==> config.mk <==
export PLATFORM = sky130hd
export DESIGN_NAME = sat_timer
export DESIGN_NICKNAME = d
export VERILOG_FILES = /design/src/hw/sat_clock_enables.v /design/src/hw/sat_timer.v
export VERILOG_INCLUDE_DIRS = /design/src /design/src/hw
export SDC_FILE = /design/constraint.sdc
export NUM_CORES = 1
export LEC_CHECK = 0
export BUFFER_PORTS_ARGS = -buffer_cell sky130_fd_sc_hd__buf_2
export CAP_MARGIN = 25
export CORE_UTILIZATION = 59
export CTS_CLUSTER_DIAMETER = 80
export DETAILED_ROUTE_END_ITERATION = 8
export GPL_ROUTABILITY_DRIVEN = 0
export GPL_TIMING_DRIVEN = 0
export PLACE_DENSITY = 0.8
export SETUP_SLACK_MARGIN = 0.2
export SYNTH_ARGS = -nofsm -noshare
export SYNTH_HDL_FRONTEND = slang
export SYNTH_SLANG_ARGS = --single-unit
==> constraint.sdc <==
create_clock -name clk_sys -period 2.27 [get_ports clk_sys]
set_clock_uncertainty 0.15 [all_clocks]
set_input_delay 0.454 -clock clk_sys [delete_from_list [all_inputs] [get_ports clk_sys]]
set_output_delay 0.454 -clock clk_sys [all_outputs]
set_load 0.01 [all_outputs]
==> src/hw/sat_timer_defines.vh <==
// Constants for the split auto-reload timer block.
`ifndef SAT_TIMER_DEFINES_VH
`define SAT_TIMER_DEFINES_VH
// -----------------------------------------------------------------
// Register addresses
// -----------------------------------------------------------------
`define SAT_ADDR_CTRL      8'h91
`define SAT_ADDR_RELOAD_LO 8'h92
`define SAT_ADDR_RELOAD_HI 8'h93
`define SAT_ADDR_COUNT_LO  8'h94
`define SAT_ADDR_COUNT_HI  8'h95
// -----------------------------------------------------------------
// Control register fields and reset
// -----------------------------------------------------------------
`define SAT_BIT_HFLAG  7
`define SAT_BIT_LFLAG  6
`define SAT_BIT_LIEN   5
`define SAT_BIT_SPLIT  3
`define SAT_BIT_RUN    2
`define SAT_BIT_XCLK   0
`define SAT_CTRL_WMASK 8'hED
`define SAT_CTRL_RESET 8'h00
`define SAT_BYTE_RESET 8'h00
// -----------------------------------------------------------------
// Clock dividers
// -----------------------------------------------------------------
`define SAT_SYS_DIV    4'hC
`define SAT_EXT_DIV    3'h7
`endif

==> src/hw/sat_clock_enables.v <==
// Tick generator: system/12 and synchronised external/8 enables.
`timescale 1ns/1ps
`default_nettype none
`include "sat_timer_defines.vh"
module sat_clock_enables (
  input  wire       clk_sys,
  input  wire       rstn,
  input  wire       extClk,
  output reg        tickDiv12,
  output reg        tickExt8
);
  reg  [3:0] div12_q;
  reg        extSync1_q;
  reg        extSync2_q;
  reg        extPrev_q;
  reg  [2:0] ext8_q;

  // -----------------------------------------------------------------
  // Divide-by-12 enable from the system clock.
  // -----------------------------------------------------------------
  always @(posedge clk_sys) begin
    if (!rstn) begin
      div12_q   <= 4'h0;
      tickDiv12 <= 1'b0;
    end else begin
      tickDiv12 <= (div12_q == (`SAT_SYS_DIV - 4'h1));
      if (div12_q == (`SAT_SYS_DIV - 4'h1))
        div12_q <= 4'h0;
      else
        div12_q <= div12_q + 4'h1;
    end
  end

  // Two-stage synchroniser then rising-edge count; only the second
  // stage is looked at, so a metastable first stage never leaks.
  always @(posedge clk_sys) begin
    if (!rstn) begin
      extSync1_q <= 1'b0;
      extSync2_q <= 1'b0;
      extPrev_q  <= 1'b0;
      ext8_q     <= 3'h0;
      tickExt8   <= 1'b0;
    end else begin
      extSync1_q <= extClk;
      extSync2_q <= extSync1_q;
      extPrev_q  <= extSync2_q;
      tickExt8   <= 1'b0;
      if (extSync2_q && !extPrev_q) begin
        ext8_q <= ext8_q + 3'h1;
        if (ext8_q == `SAT_EXT_DIV)
          tickExt8 <= 1'b1;
      end
    end
  end
endmodule // sat_clock_enables
`default_nettype wire

==> src/hw/sat_timer.v <==
// Split auto-reload timer with its special function registers.
`timescale 1ns/1ps
`default_nettype none
`include "sat_timer_defines.vh"
module sat_timer (
  input  wire       clk_sys,
  input  wire       rstn,
  input  wire [7:0] sfrAddr,
  input  wire       sfrWrite,
  input  wire       sfrRead,
  input  wire [7:0] sfrWdata,
  output reg  [7:0] sfrRdata,
  input  wire       timerIrqEnable,
  input  wire       highByteClockSelect,
  input  wire       lowByteClockSelect,
  input  wire       extClk,
  output wire       irqRequest
);
  reg  [7:0] ctrl_q;
  reg  [7:0] reloadLo_q;
  reg  [7:0] reloadHi_q;
  reg  [7:0] countLo_q;
  reg  [7:0] countHi_q;
  wire       tickDiv12;
  wire       tickExt8;
  wire       splitMode;
  wire       runBit;
  wire       tickLo;
  wire       tickHi;
  wire       advLo;
  wire       advHi;
  wire       wrapLo;
  wire       wrapHi;
  reg        setHigh;
  reg        setLow;
  wire       wrCtrl;
  wire       wrReloadLo;
  wire       wrReloadHi;
  wire       wrCountLo;
  wire       wrCountHi;

  // -----------------------------------------------------------------
  // Clock enables
  // -----------------------------------------------------------------
  sat_clock_enables uClk (
    .clk_sys   (clk_sys),
    .rstn      (rstn),
    .extClk    (extClk),
    .tickDiv12 (tickDiv12),
    .tickExt8  (tickExt8)
  );

  // Pick a byte's tick: system clock, or divided source by xclk.
  function pickTick;
    input sel;
    input xclk;
    input d12;
    input e8;
    begin
      pickTick = sel ? 1'b1 : (xclk ? e8 : d12);
    end
  endfunction

  assign splitMode = ctrl_q[`SAT_BIT_SPLIT];
  assign runBit    = ctrl_q[`SAT_BIT_RUN];
  assign tickLo = pickTick(lowByteClockSelect, ctrl_q[`SAT_BIT_XCLK],
                           tickDiv12, tickExt8);
  assign tickHi = pickTick(highByteClockSelect, ctrl_q[`SAT_BIT_XCLK],
                           tickDiv12, tickExt8);

  // Low byte runs freely in split mode; the 16-bit counter advances
  // on the low-byte tick so both halves stay in step.
  assign advLo = splitMode ? tickLo : (tickLo && runBit);
  assign advHi = splitMode ? (tickHi && runBit)
                           : (advLo && countLo_q == 8'hFF);
  assign wrapLo = advLo && (countLo_q == 8'hFF);
  assign wrapHi = advHi && (countHi_q == 8'hFF);

  // Write hit on one register address; one decode keeps every
  // register's write condition identical.
  function wrHit;
    input       wr;
    input [7:0] addr;
    input [7:0] target;
    begin
      wrHit = wr && (addr == target);
    end
  endfunction

  assign wrCtrl     = wrHit(sfrWrite, sfrAddr, `SAT_ADDR_CTRL);
  assign wrReloadLo = wrHit(sfrWrite, sfrAddr, `SAT_ADDR_RELOAD_LO);
  assign wrReloadHi = wrHit(sfrWrite, sfrAddr, `SAT_ADDR_RELOAD_HI);
  assign wrCountLo  = wrHit(sfrWrite, sfrAddr, `SAT_ADDR_COUNT_LO);
  assign wrCountHi  = wrHit(sfrWrite, sfrAddr, `SAT_ADDR_COUNT_HI);

  // -----------------------------------------------------------------
  // Counters
  // -----------------------------------------------------------------
  // A write to a count byte wins over a tick in the same cycle.
  always @(posedge clk_sys) begin
    if (!rstn) begin
      countLo_q <= `SAT_BYTE_RESET;
      countHi_q <= `SAT_BYTE_RESET;
    end else begin
      if (wrCountLo)
        countLo_q <= sfrWdata;
      else if (!splitMode && wrapHi)
        countLo_q <= reloadLo_q;
      else if (splitMode && wrapLo)
        countLo_q <= reloadLo_q;
      else if (advLo)
        countLo_q <= countLo_q + 8'h01;
      if (wrCountHi)
        countHi_q <= sfrWdata;
      else if (wrapHi)
        countHi_q <= reloadHi_q;
      else if (advHi)
        countHi_q <= countHi_q + 8'h01;
    end
  end

  // -----------------------------------------------------------------
  // Control and reload registers
  // -----------------------------------------------------------------
  // Flags are sticky; an overflow in the cycle of a clearing write
  // keeps the flag set so no event is lost.
  always @* begin
    setHigh = wrapHi;
    setLow  = wrapLo;
  end

  always @(posedge clk_sys) begin
    if (!rstn) begin
      ctrl_q     <= `SAT_CTRL_RESET;
      reloadLo_q <= `SAT_BYTE_RESET;
      reloadHi_q <= `SAT_BYTE_RESET;
    end else begin
      if (wrCtrl)
        ctrl_q <= sfrWdata & `SAT_CTRL_WMASK;
      if (setHigh)
        ctrl_q[`SAT_BIT_HFLAG] <= 1'b1;
      if (setLow)
        ctrl_q[`SAT_BIT_LFLAG] <= 1'b1;
      if (wrReloadLo)
        reloadLo_q <= sfrWdata;
      if (wrReloadHi)
        reloadHi_q <= sfrWdata;
    end
  end

  // -----------------------------------------------------------------
  // Read data, registered one cycle after the read strobe
  // -----------------------------------------------------------------
  always @(posedge clk_sys) begin
    if (!rstn) begin
      sfrRdata <= 8'h00;
    end else if (sfrRead) begin
      case (sfrAddr)
        `SAT_ADDR_CTRL:      sfrRdata <= ctrl_q & `SAT_CTRL_WMASK;
        `SAT_ADDR_RELOAD_LO: sfrRdata <= reloadLo_q;
        `SAT_ADDR_RELOAD_HI: sfrRdata <= reloadHi_q;
        `SAT_ADDR_COUNT_LO:  sfrRdata <= countLo_q;
        `SAT_ADDR_COUNT_HI:  sfrRdata <= countHi_q;
        default:             sfrRdata <= 8'h00;
      endcase
    end
  end

  // One shared level request; software tells sources apart by flags.
  assign irqRequest = timerIrqEnable &&
    (ctrl_q[`SAT_BIT_HFLAG] ||
     (ctrl_q[`SAT_BIT_LIEN] && ctrl_q[`SAT_BIT_LFLAG]));
endmodule // sat_timer
`default_nettype wire

* After elaboration in Yosys (flattened, before gate mapping)
Index checks and enable logic that the tools add are counted.
** Word-level totals
- Register bits after elaboration :: 58
- Bits of input ports :: 24
- Word-level logic and storage cells :: 69
** Operators by class
- $add $sub $neg :: 4
- Equality and inequality tests :: 9
- Muxes and demuxes :: 17
- Bitwise logic cells :: 1
- Reduce and logical (&&, ||, !) cells :: 23
** Operator list (count)
- 8-bit 2-to-1 mux :: 8
- 8-bit equality test, second input constant :: 7
- 8-bit one-hot mux with 5 select lines :: 1
- 8-bit by 1-bit adder with 8-bit output, second input constant :: 2
- 1-bit logical AND :: 14
- 1-bit 2-to-1 mux :: 8
- 4-bit by 1-bit adder with 4-bit output, second input constant :: 1
- 4-bit equality test, second input constant :: 1
- 2-bit nonzero test :: 2
- 4-bit nonzero test :: 1
- 3-bit by 1-bit adder with 3-bit output, second input constant :: 1
- 3-bit equality test, second input constant :: 1
- 3-bit nonzero test :: 1
- 1-bit zero test :: 2
- 2-bit AND reduction :: 1
- 2-bit OR reduction :: 1
- 1-bit logical OR :: 1
- 1-bit NOT :: 1

* Depth between registers and ports, before layout
- Word-level depth :: 10
- Depth in mapped cells :: 7
- Gate-level depth less buffers :: 6

* Cells and area by module
Synthesis repeated with hierarchy kept, for this count alone.
** Second synthesis, totals
- Cell total of the unflattened synthesis :: 345
- Area, all modules :: 3101.7 µm²
** Modules (own cells, without submodules)
- sat_timer :: instances 1, cells an instance 304, area each 2646.3 µm², seq. area each 920.9 µm²
- sat_clock_enables :: instances 1, cells an instance 41, area each 455.4 µm², seq. area each 240.2 µm²

* Least setup slack after synthesis
No wires, ideal clock.
- Path type :: input to register
- Start :: in sfrAddr[6]
- End :: reg ctrl_q[6]
- Library setup time :: 0.132 ns
- Arrival time :: 1.747 ns
- Path slack :: 0.240 ns
- Cell stages on the path :: 7
- Path through :: nand4bb_1 > buf_4 > or2_1 > buf_6 > nor3_4 > mux2i_1 > a21oi_1
** Between the ends
- Word-level cells in the longest chain between the ends :: 3
** RTL lines
- start, declared :: line sat_timer.v:8 : input wire [7:0] sfrAddr,
- 8-bit equality test :: line sat_timer.v:86 : wrHit = wr && (addr == target);
- 1-bit logical AND :: line sat_timer.v:86
- 2-bit nonzero test (no line)
- end signal, assigned :: line sat_timer.v:134 : ctrl_q <= `SAT_CTRL_RESET;
- end signal, assigned :: line sat_timer.v:139 : ctrl_q <= sfrWdata & `SAT_CTRL_WMASK;
- end, declared :: line sat_timer.v:19 : reg [7:0] ctrl_q;
Every way passes these cells.
A chain may end at the register's enable or synchronous reset.

* Final worst setup path
- Start :: reg countHi_q[0]
- End :: reg countLo_q[7]
** Between the ends
- Word-level cells in the longest chain between the ends :: 5
- Elaborated cells between the ends (all ways) :: 6
** RTL lines
- start, declared :: line sat_timer.v:23 : reg [7:0] countHi_q;
- start signal, assigned :: line sat_timer.v:103 : countHi_q <= `SAT_BYTE_RESET;
- start signal, assigned :: line sat_timer.v:114 : countHi_q <= sfrWdata;
- start signal, assigned :: line sat_timer.v:116 : countHi_q <= reloadHi_q;
- 8-bit equality test * :: line sat_timer.v:77 : assign wrapHi = advHi && (countHi_q == 8'hFF);
- 1-bit logical AND * :: line sat_timer.v:77
- 1-bit logical AND * :: line sat_timer.v:107 : else if (!splitMode && wrapHi)
- 8-bit 2-to-1 mux :: line sat_timer.v:107
- 8-bit 2-to-1 mux :: line sat_timer.v:105 : if (wrCountLo)
- end signal, assigned :: line sat_timer.v:106 : countLo_q <= sfrWdata;
- end signal, assigned :: line sat_timer.v:108 : countLo_q <= reloadLo_q;
- end signal, assigned :: line sat_timer.v:110 : countLo_q <= reloadLo_q;
- end, declared :: line sat_timer.v:22 : reg [7:0] countLo_q;
Every way passes the cells marked *; elsewhere a longest branch is shown, timed or not.

==> metrics.txt <==
RSZ-0062 raised after global routing=true; Syn Inst Count=351; Worst-Margin Slew=between 0.5 and 0.6 ns; Rows=26; GRT Residual Overflow=0; Main synth FF type=dfxtp_1; Tot Pwr=2.225 mW; Mapped Area=between 0.003 and 0.004 sq mm; FF+latch count, synth=slightly below 60; Seq pwr share=0.465; register area=0.001177 sq mm; via count=2966; simple-gate share of the synthesized area=0.2205; root buffer cell=clkbuf_8; largest net degree at the start of global routing=12; register clock-pin slew on the reported worst setup and hold paths=around 0.07 ns; syn avg cell area=8.858 sq um; H-Tree Depth=3; Sink Count=58; syn_nets=380; Post-layout nets=425; ys async rst share=0; number of DRC markers in iteration 0=about 360; die height=between 70 and 80 microns; die area=between 0.005 and 0.006 sq mm; leak pwr=1.445 nW; Final Hold Slack=0.1565 ns; Hold Fails Final Rpt=0; Worst Hold End=uClk.extSync1_q; hold path startpoint=extClk; Switching Share=0.2407; maxcap violations=0; Die X=~75 microns; gr usage total=0.3262; vias per cell=6.297; Ports=33; Filler cells=417; CP max FO=10; # hold bufs at CTS=0; Compound-Gate Fraction of Synth Area=0.1847; number of diodes=0; cts bufs inserted=9; Post-synth EDFFs=0; vias in the first global route=~2700; Cell variety after synth=61; peak supply drop=0.5837 mV; Synth area leader=dfxtp_1; DRT antenna net count=0; Skew-Pair Late Insertion Delay=between 0.3 and 0.4 ns; synthesized-area fraction occupied by adder cells=0.02012; R2R cell count=7; worst r2r dst=countLo_q[7]; largest family of logic cells by synthesized area=simple AND/OR/NAND/NOR gates; start of the worst register-to-register path=countHi_q[0]; mux contribution to synthesized area=0.1404; post-layout util=0.7249; sw power=0.5355 mW; pwr dens=604.7 mW/mm^2; Pint=1.689 mW; Core Area=0.005075 sq mm; synth top area cells=dfxtp_1 37%, mux2i_1 12%, nor2_1 4.9%, o21ai_0 3.5%, nand2_1 2.8%; initial antenna violation count=0; multi-input logic area=0.001893 sq mm; drt pass-1 iters=5; DRC=0; first-pass GRT wire length=13.17 mm; routed len/inst=18.37 microns; fin crit period=2.028 ns; WP data arrival=around 2.1 ns; type of the worst min-delay path=in -> reg; Crit Path Class=reg -> reg; Port Buffers=30; clock share of power=0.474; Area Growth Syn to Fin=18.31%; WL final=8.652 mm; layout cells sized above 1=0.2344; dpl hpwl=6.041 mm; Data required, critical path=2.37 ns; Slew HR=0.6233; sequential-to-total area share from yosys stat=0.3734; Place WS=-0.1191 ns; CTS tree=done; initial core utilization=0.6127; status=finished, final reports clean; Max Root-Sink Buffers=2; Yosys top cell area share=0.3734; Max Clock Freq=493.2 MHz; Startpoint Class=register; Worst R2R Setup Slack=0.24 ns; Tcrit/Tclk final=0.8933; Final Slew Violations=0; combinational share of power=0.061; hold path depth=2; post-synthesis xor/xnor area fraction=0.02535; Setup WS post-layout=approximately 0.24 ns; Syn. warnings=0; endpoints failing setup=0; CP endpoint kind=register
kinds of logic (layout without fill, tap and decap cells):
logic type,count (synthesis),in the layout
and+or+nand+nor,127,127
DFF,58,58
AOI/OAI and AO/OA,85,85
xor gates and xnor gates,9,9
muxes,43,43
adders and majority gates,5,5
buffers and inverters,24,74
stage by stage:
stage / cells / area (sq um) / setup TNS (ns)
floorplan: 351 / 3109 / 0
global placement: 451 / 3347 / -0.2377
detailed placement: 451 / 3347 / -0.6429
CTS: 468 / 3602 / 0
global route: 471 / 3679 / 0
finish: 471 / 3679 / 0
state kept, by name (all words and copies together) (netlist names):
register	flops
sfrRdata	8
reloadHi_q	8
ctrl_q	6
uClk.extPrev_q	1
countHi_q	8
uClk.tickExt8	1
uClk.ext8_q	3
uClk.extSync1_q	1
reloadLo_q	8
uClk.tickDiv12	1
countLo_q	8
uClk.div12_q	4
uClk.extSync2_q	1
placed cells by master, fill, tap and decap left out, types with 7 or more instances in the layout:
cell	count
dfxtp_1	49
nor2_1	41
mux2i_1	37
buf_2	35
nand2_1	22
o21ai_0	22
a21oi_1	14
nand3_1	9
clkbuf_8	9
nor2b_1	8
nor3_1	7
xnor2_1	7
dfxtp_2	7
worst max-delay path: stages (launching register included):
cell	delay, ns
dfxtp_4	0.37
ha_1	0.21
clkbuf_4	0.19
a41oi_2	0.22
and3b_1	0.20
clkbuf_4	0.18
mux2i_1	0.13
a211oi_1	0.28
power by group through the flow:
stage	sequential (mW)	clock [mW]	combinational [mW]
after floorplan	1.06	0	0.0711
final	1.03	1.05	0.137
after CTS	1.04	1.06	0.131
after global placement	1.06	0	0.126
after detailed placement	1.06	0	0.130
after global routing	1.03	1.09	0.146
how the worst max path moves through the flow:
stage	slack, ns	cells past startpoint	start	endpoint
CTS	0.15	7	countHi_q[0]	countLo_q[7]
detailed placement	-0.12	6	sfrAddr[0]	countHi_q[0]
global placement	-0.06	6	sfrAddr[0]	countHi_q[0]
global route	0.18	7	sfrAddr[6]	sfrRdata[1]
finish	0.24	7	countHi_q[0]	countLo_q[7]
floorplan	0.24	7	sfrAddr[6]	ctrl_q[6]
per-layer routing:
metal	wire, microns	share of wire	up-vias	GRT usage
li1	-	-	1385	-
met2	4013	0.46	167	0.5365
met5	0	0	-	0
met3	644	0.074	39	0.05420
met1	3629	0.42	1375	0.3968
met4	364	0.042	0	0.2034
cells in the mapped netlist, types with 4 or more instances:
| library cell | n |
|---|---|
| nand2b_1 | 4 |
| nand2_1 | 23 |
| nor2_1 | 41 |
| a211oi_1 | 7 |
| nand3_1 | 9 |
| mux2_2 | 5 |
| a31oi_1 | 4 |
| clkbuf_1 | 10 |
| xnor2_1 | 7 |
| and2_1 | 5 |
| a22oi_1 | 4 |
| buf_2 | 7 |
| mux2i_1 | 38 |
| a21oi_1 | 14 |
| nor2b_1 | 8 |
| o22ai_1 | 4 |
| nand4_1 | 6 |
| ha_1 | 5 |
| o21ai_0 | 22 |
| dfxtp_1 | 58 |
| nor3_1 | 8 |
layout make-up:
type                       instances  share of cell area
buffer                            20             0.02925
clock inverter                     7             0.02551
sequential                        58              0.3201
inverter                           4            0.004082
tap                               70             0.02381
multi-input combinational        269              0.5146
timing repair buffer              34             0.04898
clock buffer                       9             0.03367
what timing repair did:
item,4_1_cts,5_1_grt
resized for setup,10,24
setup endpoints to repair,14,23
pin swaps,1,3
setup buffers,1,3
No activity file was read; power rests on OpenSTA's default activity.
